===== src/rtl/strap_pkg.sv =====
package strap_pkg;

  // ----------------------------------------------------------------
  // register indices and byte addresses
  // ----------------------------------------------------------------
  localparam logic [7:0] IDX_BASIC_CTRL = 8'h00;
  localparam logic [7:0] IDX_ADVERT = 8'h04;
  localparam logic [7:0] IDX_STRAP_STAT = 8'h10;
  localparam logic [7:0] IDX_LAMP_CTRL = 8'h1f;
  localparam logic [7:0] ADDR_BASIC_CTRL = {IDX_BASIC_CTRL[5:0], 2'b00};
  localparam logic [7:0] ADDR_ADVERT = {IDX_ADVERT[5:0], 2'b00};
  localparam logic [7:0] ADDR_STRAP_STAT = {IDX_STRAP_STAT[5:0], 2'b00};
  localparam logic [7:0] ADDR_LAMP_CTRL = {IDX_LAMP_CTRL[5:0], 2'b00};

  localparam int REG_W = 16;
  localparam int WB_DATA_W = 32;
  localparam int WB_SEL_W = 4;
  localparam int PHY_ADDR_W = 5;

  // ----------------------------------------------------------------
  // field layouts and reset values
  // ----------------------------------------------------------------
  localparam int BC_SOFT_RST_BIT = 15;
  localparam int BC_SPEED_BIT = 13;
  localparam int BC_ANEG_BIT = 12;
  localparam int BC_DUPLEX_BIT = 8;
  localparam logic [15:0] BC_WRITE_MASK = 16'h3100;
  localparam logic [15:0] BC_RESET = 16'h3100;

  localparam int ADV_100FD_BIT = 8;
  localparam int ADV_100HD_BIT = 7;
  localparam int ADV_10FD_BIT = 6;
  localparam int ADV_10HD_BIT = 5;
  localparam logic [4:0] ADV_SELECTOR = 5'h01;
  localparam logic [15:0] ADV_WRITE_MASK = 16'h01e0;
  localparam logic [15:0] ADV_RESET = 16'h01e1;

  localparam int LC_MODE_LO = 4;
  localparam int LC_MODE_HI = 5;
  localparam logic [1:0] LAMP_MODE_LINK_ACT = 2'h0;
  localparam logic [1:0] LAMP_MODE_LINK = 2'h1;
  localparam logic LAMP_OFF = 1'b1;
  localparam logic LAMP_ON = 1'b0;

  // ----------------------------------------------------------------
  // timing
  // ----------------------------------------------------------------
  localparam int CLK_MHZ = 250;
  localparam int LAMP_BLINK_MS = 50;
  localparam int LAMP_BLINK_CYCLES = LAMP_BLINK_MS * 1000 * CLK_MHZ;

  typedef enum logic {CAP_SAMPLE, CAP_HOLD} cap_state_e;

endpackage


===== src/rtl/lamp_if.sv =====
`timescale 1ns/100ps
`default_nettype none
interface lamp_if;
  logic [1:0] mode;
  logic linkUp;
  logic activity;
  logic lampLevel;
  modport ctrl (output mode, output linkUp, output activity,
    input lampLevel);
  modport blink (input mode, input linkUp, input activity,
    output lampLevel);
endinterface
`default_nettype wire


===== src/rtl/lamp_blinker.sv =====
`timescale 1ns/100ps
`default_nettype none
module lamp_blinker #(
  parameter int BLINK_CYCLES = strap_pkg::LAMP_BLINK_CYCLES
) (
  input wire logic ref_clk,
  input wire logic rst_n,
  lamp_if.blink lamp
);
  localparam int CNT_W = $clog2(BLINK_CYCLES);
  localparam logic [CNT_W-1:0] CNT_LAST = CNT_W'(BLINK_CYCLES - 1);

  if (BLINK_CYCLES < 2) begin : gBad
    $error("blink period must be at least two cycles");
  end

  typedef struct packed {
    logic [CNT_W-1:0] cnt;
    logic phase;
    logic level;
  } blink_s;

  blink_s st_reg;
  blink_s st_next;
  logic tick;

  always_comb begin
    st_next = st_reg;
    tick = (st_reg.cnt == CNT_LAST);
    st_next.cnt = tick ? '0 : st_reg.cnt + 1'b1;
    if (tick && lamp.activity) begin
      st_next.phase = ~st_reg.phase;
    end
    case (lamp.mode)
      strap_pkg::LAMP_MODE_LINK_ACT: begin
        if (!lamp.linkUp) begin
          st_next.level = strap_pkg::LAMP_OFF;
        end else if (lamp.activity) begin
          st_next.level = st_reg.phase;
        end else begin
          st_next.level = strap_pkg::LAMP_ON;
        end
      end
      strap_pkg::LAMP_MODE_LINK: begin
        st_next.level = lamp.linkUp ? strap_pkg::LAMP_ON
                                    : strap_pkg::LAMP_OFF;
      end
      // reserved codes keep the lamp dark rather than guess
      default: begin
        st_next.level = strap_pkg::LAMP_OFF;
      end
    endcase
  end

  always_ff @(posedge ref_clk or negedge rst_n) begin
    if (!rst_n) begin
      st_reg <= '{cnt: '0, phase: 1'b1, level: 1'b1};
    end else begin
      st_reg <= st_next;
    end
  end

  assign lamp.lampLevel = st_reg.level;
endmodule
`default_nettype wire


===== src/rtl/strap_latch_and_led_control.sv =====
`timescale 1ns/100ps
`default_nettype none
module strap_latch_and_led_control #(
  parameter int ADDR_W = 8,
  parameter int BLINK_CYCLES = strap_pkg::LAMP_BLINK_CYCLES
) (
  input wire logic ref_clk,
  input wire logic rst_n,
  input wire logic cyc_i,
  input wire logic stb_i,
  input wire logic we_i,
  input wire logic [ADDR_W-1:0] adr_i,
  input wire logic [strap_pkg::WB_SEL_W-1:0] sel_i,
  input wire logic [strap_pkg::WB_DATA_W-1:0] dat_i,
  output logic [strap_pkg::WB_DATA_W-1:0] dat_o,
  output logic ack_o,
  input wire logic linkUp,
  input wire logic activity,
  input wire logic autonegSpeedStrapIn,
  output logic statusLampOut,
  output logic statusLampOe,
  input wire logic [1:0] stationAddrStrapIn,
  input wire logic [1:0] addrPinFunc,
  output logic [1:0] stationAddrStrapOut,
  output logic [1:0] stationAddrStrapOe,
  output logic [strap_pkg::PHY_ADDR_W-1:0] phyAddr,
  output logic autonegEnable,
  output logic speedSelect100,
  output logic fullDuplex
);

  // ----------------------------------------------------------------
  // elaboration checks
  // ----------------------------------------------------------------
  if (ADDR_W < 8) begin : gBadAddr
    $error("address bus must reach the lamp control word");
  end

  // ----------------------------------------------------------------
  // state
  // ----------------------------------------------------------------
  typedef struct packed {
    strap_pkg::cap_state_e state;
    logic anegStrap;
    logic [strap_pkg::PHY_ADDR_W-1:0] phyAddr;
    logic [strap_pkg::REG_W-1:0] basicCtrl;
    logic [strap_pkg::REG_W-1:0] advert;
    logic [1:0] lampMode;
    logic [1:0] pinOut;
    logic ack;
    logic [strap_pkg::WB_DATA_W-1:0] datOut;
  } ctrl_s;

  ctrl_s st_reg;
  ctrl_s st_next;
  lamp_if lampBus ();

  // ----------------------------------------------------------------
  // helpers
  // ----------------------------------------------------------------
  function automatic logic [15:0] mergeBytes(
    input logic [15:0] old,
    input logic [31:0] wdat,
    input logic [3:0] sel,
    input logic [15:0] mask
  );
    logic [15:0] upd;
    upd = old;
    if (sel[0]) begin
      upd[7:0] = wdat[7:0];
    end
    if (sel[1]) begin
      upd[15:8] = wdat[15:8];
    end
    return (upd & mask) | (old & ~mask);
  endfunction

  // strap high: autoneg on, 100 Mbps; strap low: autoneg off, 10 Mbps
  function automatic logic [15:0] basicFromStrap(input logic aneg);
    logic [15:0] v;
    v = strap_pkg::BC_RESET;
    v[strap_pkg::BC_ANEG_BIT] = aneg;
    v[strap_pkg::BC_SPEED_BIT] = aneg;
    return v;
  endfunction

  // 10 Mbps abilities always offered, 100 Mbps only with strap high
  function automatic logic [15:0] advertFromStrap(input logic aneg);
    logic [15:0] v;
    v = strap_pkg::ADV_RESET;
    v[strap_pkg::ADV_100FD_BIT] = aneg;
    v[strap_pkg::ADV_100HD_BIT] = aneg;
    return v;
  endfunction

  // ----------------------------------------------------------------
  // next state
  // ----------------------------------------------------------------
  logic hit;
  logic wrTake;
  logic [5:0] idx;

  always_comb begin
    st_next = st_reg;
    hit = cyc_i && stb_i;
    idx = adr_i[7:2];
    // write lands on the edge where the master sees ack
    wrTake = hit && we_i && st_reg.ack;
    st_next.ack = hit && !st_reg.ack;
    st_next.pinOut = addrPinFunc;

    if (hit && !st_reg.ack) begin
      st_next.datOut = '0;
      case (idx)
        strap_pkg::IDX_BASIC_CTRL[5:0]: begin
          st_next.datOut[15:0] = st_reg.basicCtrl;
        end
        strap_pkg::IDX_ADVERT[5:0]: begin
          st_next.datOut[15:0] = st_reg.advert;
        end
        strap_pkg::IDX_STRAP_STAT[5:0]: begin
          st_next.datOut[4:0] = st_reg.phyAddr;
          st_next.datOut[5] = st_reg.anegStrap;
          st_next.datOut[6] = linkUp;
          st_next.datOut[7] = lampBus.lampLevel;
          st_next.datOut[8] = (st_reg.state == strap_pkg::CAP_HOLD);
        end
        strap_pkg::IDX_LAMP_CTRL[5:0]: begin
          st_next.datOut[strap_pkg::LC_MODE_HI:strap_pkg::LC_MODE_LO] =
            st_reg.lampMode;
        end
        default: begin
          st_next.datOut = '0;
        end
      endcase
    end

    if (wrTake) begin
      case (idx)
        strap_pkg::IDX_BASIC_CTRL[5:0]: begin
          if (sel_i[1] && dat_i[strap_pkg::BC_SOFT_RST_BIT]) begin
            // soft reset restores strapped values; straps not re-read
            st_next.basicCtrl = basicFromStrap(st_reg.anegStrap);
            st_next.advert = advertFromStrap(st_reg.anegStrap);
            st_next.lampMode = strap_pkg::LAMP_MODE_LINK_ACT;
          end else begin
            st_next.basicCtrl = mergeBytes(st_reg.basicCtrl, dat_i,
              sel_i, strap_pkg::BC_WRITE_MASK);
          end
        end
        strap_pkg::IDX_ADVERT[5:0]: begin
          st_next.advert = mergeBytes(st_reg.advert, dat_i, sel_i,
            strap_pkg::ADV_WRITE_MASK);
        end
        strap_pkg::IDX_LAMP_CTRL[5:0]: begin
          if (sel_i[0]) begin
            st_next.lampMode =
              dat_i[strap_pkg::LC_MODE_HI:strap_pkg::LC_MODE_LO];
          end
        end
        default: begin
          st_next.lampMode = st_reg.lampMode;
        end
      endcase
    end

    case (st_reg.state)
      strap_pkg::CAP_SAMPLE: begin
        // first edge after release catches the straps once
        st_next.anegStrap = autonegSpeedStrapIn;
        st_next.basicCtrl = basicFromStrap(autonegSpeedStrapIn);
        st_next.advert = advertFromStrap(autonegSpeedStrapIn);
        st_next.phyAddr = {
          2'b00,
          stationAddrStrapIn[1],
          {2{stationAddrStrapIn[0]}}
        };
        st_next.state = strap_pkg::CAP_HOLD;
      end
      strap_pkg::CAP_HOLD: begin
        st_next.state = strap_pkg::CAP_HOLD;
      end
      default: begin
        st_next.state = strap_pkg::CAP_SAMPLE;
      end
    endcase
  end

  always_ff @(posedge ref_clk or negedge rst_n) begin
    if (!rst_n) begin
      st_reg <= '{state: strap_pkg::CAP_SAMPLE, anegStrap: 1'b1,
        phyAddr: '0, basicCtrl: strap_pkg::BC_RESET,
        advert: strap_pkg::ADV_RESET,
        lampMode: strap_pkg::LAMP_MODE_LINK_ACT, pinOut: '0,
        ack: 1'b0, datOut: '0};
    end else begin
      st_reg <= st_next;
    end
  end

  // ----------------------------------------------------------------
  // outputs
  // ----------------------------------------------------------------
  assign lampBus.mode = st_reg.lampMode;
  assign lampBus.linkUp = linkUp;
  assign lampBus.activity = activity;

  lamp_blinker #(
    .BLINK_CYCLES(BLINK_CYCLES)
  ) uBlinker (
    .ref_clk(ref_clk),
    .rst_n(rst_n),
    .lamp(lampBus.blink)
  );

  assign dat_o = st_reg.datOut;
  assign ack_o = st_reg.ack;
  assign statusLampOut = lampBus.lampLevel;
  // pins stay released until the capture edge has passed
  assign statusLampOe = (st_reg.state == strap_pkg::CAP_HOLD);
  assign stationAddrStrapOe =
    {2{st_reg.state == strap_pkg::CAP_HOLD}};
  assign stationAddrStrapOut = st_reg.pinOut;
  assign phyAddr = st_reg.phyAddr;
  assign autonegEnable = st_reg.basicCtrl[strap_pkg::BC_ANEG_BIT];
  assign speedSelect100 = st_reg.basicCtrl[strap_pkg::BC_SPEED_BIT];
  assign fullDuplex = st_reg.basicCtrl[strap_pkg::BC_DUPLEX_BIT];
endmodule
`default_nettype wire


===== config.mk =====
export PLATFORM = sky130hd
export DESIGN_NAME = strap_latch_and_led_control
export DESIGN_NICKNAME = d
export VERILOG_FILES = /design/src/rtl/strap_pkg.sv /design/src/rtl/lamp_if.sv /design/src/rtl/lamp_blinker.sv /design/src/rtl/strap_latch_and_led_control.sv
export SDC_FILE = /design/constraint.sdc
export NUM_CORES = 1
export LEC_CHECK = 0
export BUFFER_PORTS_ARGS = -buffer_cell sky130_fd_sc_hd__buf_2
export CAP_MARGIN = 10
export CORE_MARGIN = 3
export CORE_UTILIZATION = 40
export DETAILED_ROUTE_END_ITERATION = 10
export GPL_ROUTABILITY_DRIVEN = 0
export PLACE_DENSITY = 0.74
export SLEW_MARGIN = 30
export SYNTH_ARGS = -nofsm -noshare
export SYNTH_HDL_FRONTEND = slang
export SYNTH_SLANG_ARGS = --single-unit

===== constraint.sdc =====
create_clock -name ref_clk -period 5.7 [get_ports ref_clk]
set_input_delay 0.855 -clock ref_clk [delete_from_list [all_inputs] [get_ports ref_clk]]
set_output_delay 0.855 -clock ref_clk [all_outputs]
set_load 0.05 [all_outputs]

==> results.sh, run 1 <==
export IMPL_endpoint="st_reg[44]"
export IMPL_diodes=0
export IMPL_first_pass_iters=4
export IMPL_rows=30
export IMPL_p_clk_frac=0.305
export IMPL_clk_latency_ps=320
export IMPL_yosys_area_top_type_share=0.370
export IMPL_synth_most_common_cell="dfrtp_1"
export IMPL_grt_pass1_vias=2316
export IMPL_die_w_microns=92.3
export IMPL_syn_area_per_cell_sq_um=9.51
export IMPL_fin_crit_sh=0.413
export IMPL_p_int_uw=514
export IMPL_grt_first_pass_wirelength_microns=10600
export IMPL_relSlewSlack=0.387
export IMPL_ys_types=44
export IMPL_critPathKind="in2reg"
export IMPL_hold_buffers=0
export IMPL_cts_clk_slew_worst_paths_ps=120
export IMPL_synth_edff_count=0
export IMPL_ys_top_cells_by_count="44 x dfrtp_1, 41 x buf_4, 30 x nand2_1"
export IMPL_drv_cap=0
export IMPL_drc=0
export IMPL_worstPathArrival_ps=2610
export IMPL_synth_adder_area_share=0.00420
export IMPL_p_per_area_nw_per_um2=233
export IMPL_dp_worst_setup_slack_ps=3000
export IMPL_cp_top_family="simple AND/OR/NAND/NOR gates"
export IMPL_grt_max_degree=56
export IMPL_skew_ps=15.8
export IMPL_post_synth_top_area_cell="dfrtp_1"
export IMPL_r2r_slack_ps=3700
export IMPL_max_slew_worst_pin_slew_ps=912
export IMPL_rsz0062_at_grt="no"
export IMPL_cts_sinks=55
export IMPL_ys_flop_type="dfrtp_1"
export IMPL_p_switching_uw=231
export IMPL_p_comb_frac=0.146
export IMPL_ys_async_sr_fraction=1.00
export IMPL_r2r_cells=5
export IMPL_design_area_sq_um=3200
export IMPL_leakage_uw=0.00141
export IMPL_end_kind="register"
export IMPL_cts_buffer_depth=2
export IMPL_cts_buffers=5
export IMPL_placed_cell_area_sq_um=3110
export IMPL_grt_overflow=0
export IMPL_core_area_sq_um=7020
export IMPL_hold_viol=0
export IMPL_cp_num_buf_inv=1
export IMPL_largest_register_ffs=25
export IMPL_synth_cells=313
export IMPL_slowest_delay_ps=670
export IMPL_slowest_stage="or4_1"
export IMPL_cts_tree="built"
export IMPL_initialDrtViolationCount=103
export IMPL_ant_nets=0
export IMPL_drive_gt1_frac=0.246
export IMPL_start_util=0.424
export IMPL_netlist_area_sq_um=2980
export IMPL_seqPwrFrac=0.549
export IMPL_path_depth=5
export IMPL_wl_microns=6050
export IMPL_viasPerCell=5.23
export IMPL_post_cts_buffers=0
export IMPL_die_area_sq_um=8510
export IMPL_setup_viol=0
export IMPL_ys_seq_area_frac=0.467
export IMPL_synth_compound_area_frac=0.101
export IMPL_vias=2307
export IMPL_fill_cells=690
export IMPL_synth_top_family_by_area="simple AND/OR/NAND/NOR gates"
export IMPL_timing_final_crit_period_ps=2360
export IMPL_hold_class="reg2reg"
export IMPL_maxSlewViolCount=0
export IMPL_fin_ws_ps=3340
export IMPL_cts_max_level=2
export IMPL_nNetsFinal=401
export IMPL_ys_top_cells_by_area="dfrtp_1 37%, buf_4 10%, dfstp_2 9.7%, xnor2_1 3.8%, nand2_1 3.8%"
export IMPL_outcome="completed"
export IMPL_root_buffer="clkbuf_8"
export IMPL_cts_repair_resized=0
export IMPL_yosys_area_share_simple=0.225
export IMPL_numPortBuffers=56
export IMPL_finalSetupTns_ps=0
export IMPL_irDropWorstVdd_uv=116
export IMPL_startpoint_type="input port"
export IMPL_path_cells="buf_2, or4_1, or4_4, nor4_2, o31ai_1"
export IMPL_dp_hpwl_microns=4520
export IMPL_synth_xor_area_frac=0.0500
export IMPL_worstReg2RegStart="uBlinker.st_reg[2]"
export IMPL_crit_fanout=6
export IMPL_area_delta_synth_final_pct=7.65
export IMPL_grt_usage=0.152
export IMPL_avgRoutedWirePerCell_microns=13.7
export IMPL_ios=103
export IMPL_crit_required_ps=5950
export IMPL_die_h_microns=92.3
export IMPL_crit_path_start="adr_i[3]"
export IMPL_yosysWarnings=0
export IMPL_ys_ff_latch=55
export IMPL_antenna_found_initial=0
export IMPL_synth_area_mux_share=0.0210
export IMPL_design_power_total_uw=745
export IMPL_r2r_end="uBlinker.st_reg[20]"
export IMPL_hold_slack_ps=453
export IMPL_netSwitchingFraction=0.310
export IMPL_fmax_mhz=424
==> power groups by stage <==
| stage | Clock (uW) | Sequential, uW | Combinational, uW |
|---|---|---|---|
| final | 227 | 409 | 109 |
| after global routing | 249 | 411 | 118 |
| after global placement | 0 | 416 | 108 |
| after floorplan | 0 | 421 | 88.4 |
| after detailed placement | 0 | 416 | 109 |
| after CTS | 235 | 409 | 109 |
==> cell families after synthesis <==
kind of cell	count (synthesis)
muxes	6
other	2
and+or+nand+nor	125
adders and majority gates	1
buffers and inverters	61
AOI/OAI and AO/OA	46
xor gates and xnor gates	17
DFF	55
==> how the worst min path moves through the flow <==
| stage | startpoint | to | slack (ps) | cells past startpoint |
|---|---|---|---|---|
| after floorplan | lampBus.mode[0] | uBlinker.lamp.lampLevel | 420 | 1 |
| after global placement | lampBus.mode[0] | uBlinker.lamp.lampLevel | 430 | 1 |
| after detailed placement | lampBus.mode[0] | uBlinker.lamp.lampLevel | 440 | 1 |
| after CTS | lampBus.mode[0] | uBlinker.lamp.lampLevel | 460 | 1 |
| after global routing | lampBus.mode[0] | uBlinker.lamp.lampLevel | 500 | 1 |
| final | lampBus.mode[0] | uBlinker.lamp.lampLevel | 450 | 1 |
==> layout make-up <==
type / count / area (sq um) / area share
inverters: 11 / 41.3 / 0.0129
multi-input cells: 214 / 1270 / 0.397
repair buffers: 57 / 288 / 0.0898
clock inverters: 3 / 25.0 / 0.00781
clock buffers: 5 / 68.8 / 0.0215
well taps: 96 / 120 / 0.0375
flip-flops and latches: 55 / 1390 / 0.434
==> worst register-to-register path, cell delays in order, from the launching register on <==
cell and delay, ps:
dfrtp_1 420, ha_1 240, nand4_1 220, or4_1 590, or3_1 320, a21oi_1 140
==> layer usage <==
metal | track usage | routed length (microns) | vias up
li1 | - | - | 1104
met2 | 0.260 | 3010 | 86
met3 | 0.0320 | 384 | 9
met1 | 0.190 | 2580 | 1108
met5 | 0 | 0 | -
met4 | 0.0532 | 75 | 0
==> placed cells by master, fill, tap and decap left out, drive strengths merged, types with 3 or more instances in the layout <==
cell type   n
buf        57
dfrtp      44
nand2      30
nand3      20
nor2       19
conb       19
o21ai      15
xnor2      13
inv        13
nand4      11
dfstp      11
nor4       10
o31ai       7
a21oi       7
nor3        7
o211ai      6
and4        5
nor2b       5
clkbuf      5
mux2i       4
xor2        4
or4         4
a22oi       3
==> metrics by stage <==
stage          cells   util
2_1_floorplan    330      -
3_3_place_gp     433  0.442
3_5_place_dp     433  0.443
4_1_cts          441  0.457
5_1_grt          441  0.457
6_report         441  0.457
Note: power is estimated with default switching activity, not from simulation.
==> run 2, diff against run 1 <==
PLACE_DENSITY = 0.77   (was 0.74)
clock period = 1.9 ns   (was 5.7 ns; I/O delays follow)
==> run 2 against run 1 <==
Combinational power grew to 3.2 times the previous value. Critical path type is now reg2reg. Cell count grew 5.7%. Cell area grew 6.7%. Sequential cell count is the same.
==> results.sh, run 2 (synthesized netlist as in run 1, its figures left out) <==
export IMPL_netSwitchingFraction=0.285
export IMPL_dp_hpwl_microns=4830
export IMPL_hold_viol=0
export IMPL_antenna_found_initial=0
export IMPL_p_switching_uw=670
export IMPL_nNetsFinal=426
export IMPL_worstPathArrival_ps=2020
export IMPL_final_cells=466
export IMPL_cts_sinks=55
export IMPL_largest_register_ffs=25
export IMPL_maxSlewViolCount=0
export IMPL_root_buffer="clkbuf_8"
export IMPL_p_int_uw=1680
export IMPL_ios=103
export IMPL_register_area_sq_um=1390
export IMPL_p_clk_frac=0.331
export IMPL_die_h_microns=92.3
export IMPL_skew_ps=13.6
export IMPL_diodes=0
export IMPL_p_comb_frac=0.149
export IMPL_outcome="completed"
export IMPL_cts_clk_slew_worst_paths_ps=100
export IMPL_fin_crit_sh=0.935
export IMPL_design_area_sq_um=3420
export IMPL_drive_gt1_frac=0.292
export IMPL_cts_max_level=2
export IMPL_final_common_cell="buf_2"
export IMPL_dp_cells=456
export IMPL_die_area_sq_um=8510
export IMPL_drc=0
export IMPL_p_per_area_nw_per_um2=688
export IMPL_irDropWorstVdd_uv=260
export IMPL_die_w_microns=92.3
export IMPL_vias=2402
export IMPL_cts_buffers=5
export IMPL_grt_first_pass_wirelength_microns=10800
export IMPL_avgRoutedWirePerCell_microns=13.7
export IMPL_leakage_uw=0.00154
export IMPL_cts_tree="built"
export IMPL_grt_pass1_vias=2378
export IMPL_numPortBuffers=56
export IMPL_top_layer_used="met4"
export IMPL_cts_buffer_depth=2
export IMPL_hold_class="in2reg"
export IMPL_met1_length_microns=2560
export IMPL_rsz0062_at_grt="no"
export IMPL_end_kind="register"
export IMPL_multi_input_comb_area_sq_um=1270
export IMPL_crit_required_ps=2140
export IMPL_wl_microns=6370
export IMPL_initialDrtViolationCount=63
export IMPL_wl_met2_microns=3280
export IMPL_crit_fanout=5
export IMPL_finalSetupTns_ps=0
export IMPL_grt_max_degree=38
export IMPL_fill_cells=658
export IMPL_drv_cap=0
export IMPL_critPathKind="reg2reg"
export IMPL_start_util=0.424
export IMPL_startpoint_type="register"
export IMPL_area_delta_synth_final_pct=14.9
export IMPL_final_cell_mix="56 x buf_2, 43 x dfrtp_1, 30 x nand2_1, 24 x buf_4, 20 x nand3_1"
export IMPL_ant_nets=0
export IMPL_seqPwrFrac=0.520
export IMPL_placed_cell_area_sq_um=3290
export IMPL_grt_usage=0.157
export IMPL_core_area_sq_um=7020
export IMPL_setup_viol=0
export IMPL_timing_final_crit_period_ps=1780
export IMPL_dr_wl_met3_microns=424
export IMPL_rows=30
export IMPL_viasPerCell=5.15
export IMPL_first_pass_iters=4
export IMPL_grt_overflow=0
export IMPL_clk_latency_ps=310
export IMPL_fmax_mhz=563
==> run 2: cell count changes in the layout (fill, tap and decap cells not counted), sizes merged <==
cell and delta:
dlygate4sd3 +1, inv -2, buf +24, clkbuf +1, bufinv +1
==> run 2: metal layers <==
| metal | track usage | vias up |
|---|---|---|
| met3 | 0.0377 | 9 |
| met1 | 0.182 | 1152 |
| li1 | - | 1160 |
| met2 | 0.279 | 81 |
| met5 | 0 | - |
| met4 | 0.0582 | 0 |
==> run 2: final timing paths <==
kind,start,end,slack (ps),cells past startpoint
max,uBlinker.st_reg[11],uBlinker.st_reg[20],120,4
min reg2reg,lampBus.mode[0],uBlinker.lamp.lampLevel,440,1
min in group asynchronous,rst_n,dat_o[0],450,2
max reg2reg,uBlinker.st_reg[11],uBlinker.st_reg[20],120,4
max in group asynchronous,rst_n,uBlinker.st_reg[1],840,3
min,addrPinFunc[0],stationAddrStrapOut[0],80,1
==> run 2: layout make-up <==
class	instances	area share
Clock buffer	6	0.0212
Clock inverter	2	0.0110
Inverter	11	0.0121
Multi-Input combinational cell	214	0.370
Sequential cell	55	0.407
Tap cell	96	0.0351
Timing Repair Buffer	82	0.143
==> run 2: critical path: stages, from the launching register on <==
cell and delay (ps):
dfrtp_1 420, nand4_1 210, or4_1 610, or3_1 320, a21oi_1 140
==> run 2: per-stage QoR <==
| step | hold WS (ps) | utilization | worst slack, ps | power (uW) |
|---|---|---|---|---|
| finish | 81.5 | 0.487 | 124 | 2350 |
| detailed placement | 250 | 0.469 | -63.2 | 1590 |
| CTS | 66.7 | 0.486 | 74.5 | 2380 |
| floorplan | -10.6 | - | 26.2 | 1530 |
| global placement | 242 | 0.469 | -41.9 | 1590 |
| global route | 67.5 | 0.487 | 22.0 | 2450 |
==> run 2: timing repair <==
item / 4_1_cts / 5_1_grt
hold endpoints to repair: 11 / 0
buffers inserted: 0 / 1
endpoints found under the setup margin: 0 / 1
hold buffers: 1 / 0
gates resized for setup: 0 / 1
==> run 2: power groups by stage <==
stage | clock [uW] | sequential [uW] | combinational [uW]
4_1_cts | 803 | 1220 | 353
3_5_place_dp | 0 | 1240 | 350
2_1_floorplan | 0 | 1260 | 265
5_1_grt | 851 | 1230 | 376
3_3_place_gp | 0 | 1240 | 346
6_report | 779 | 1220 | 350
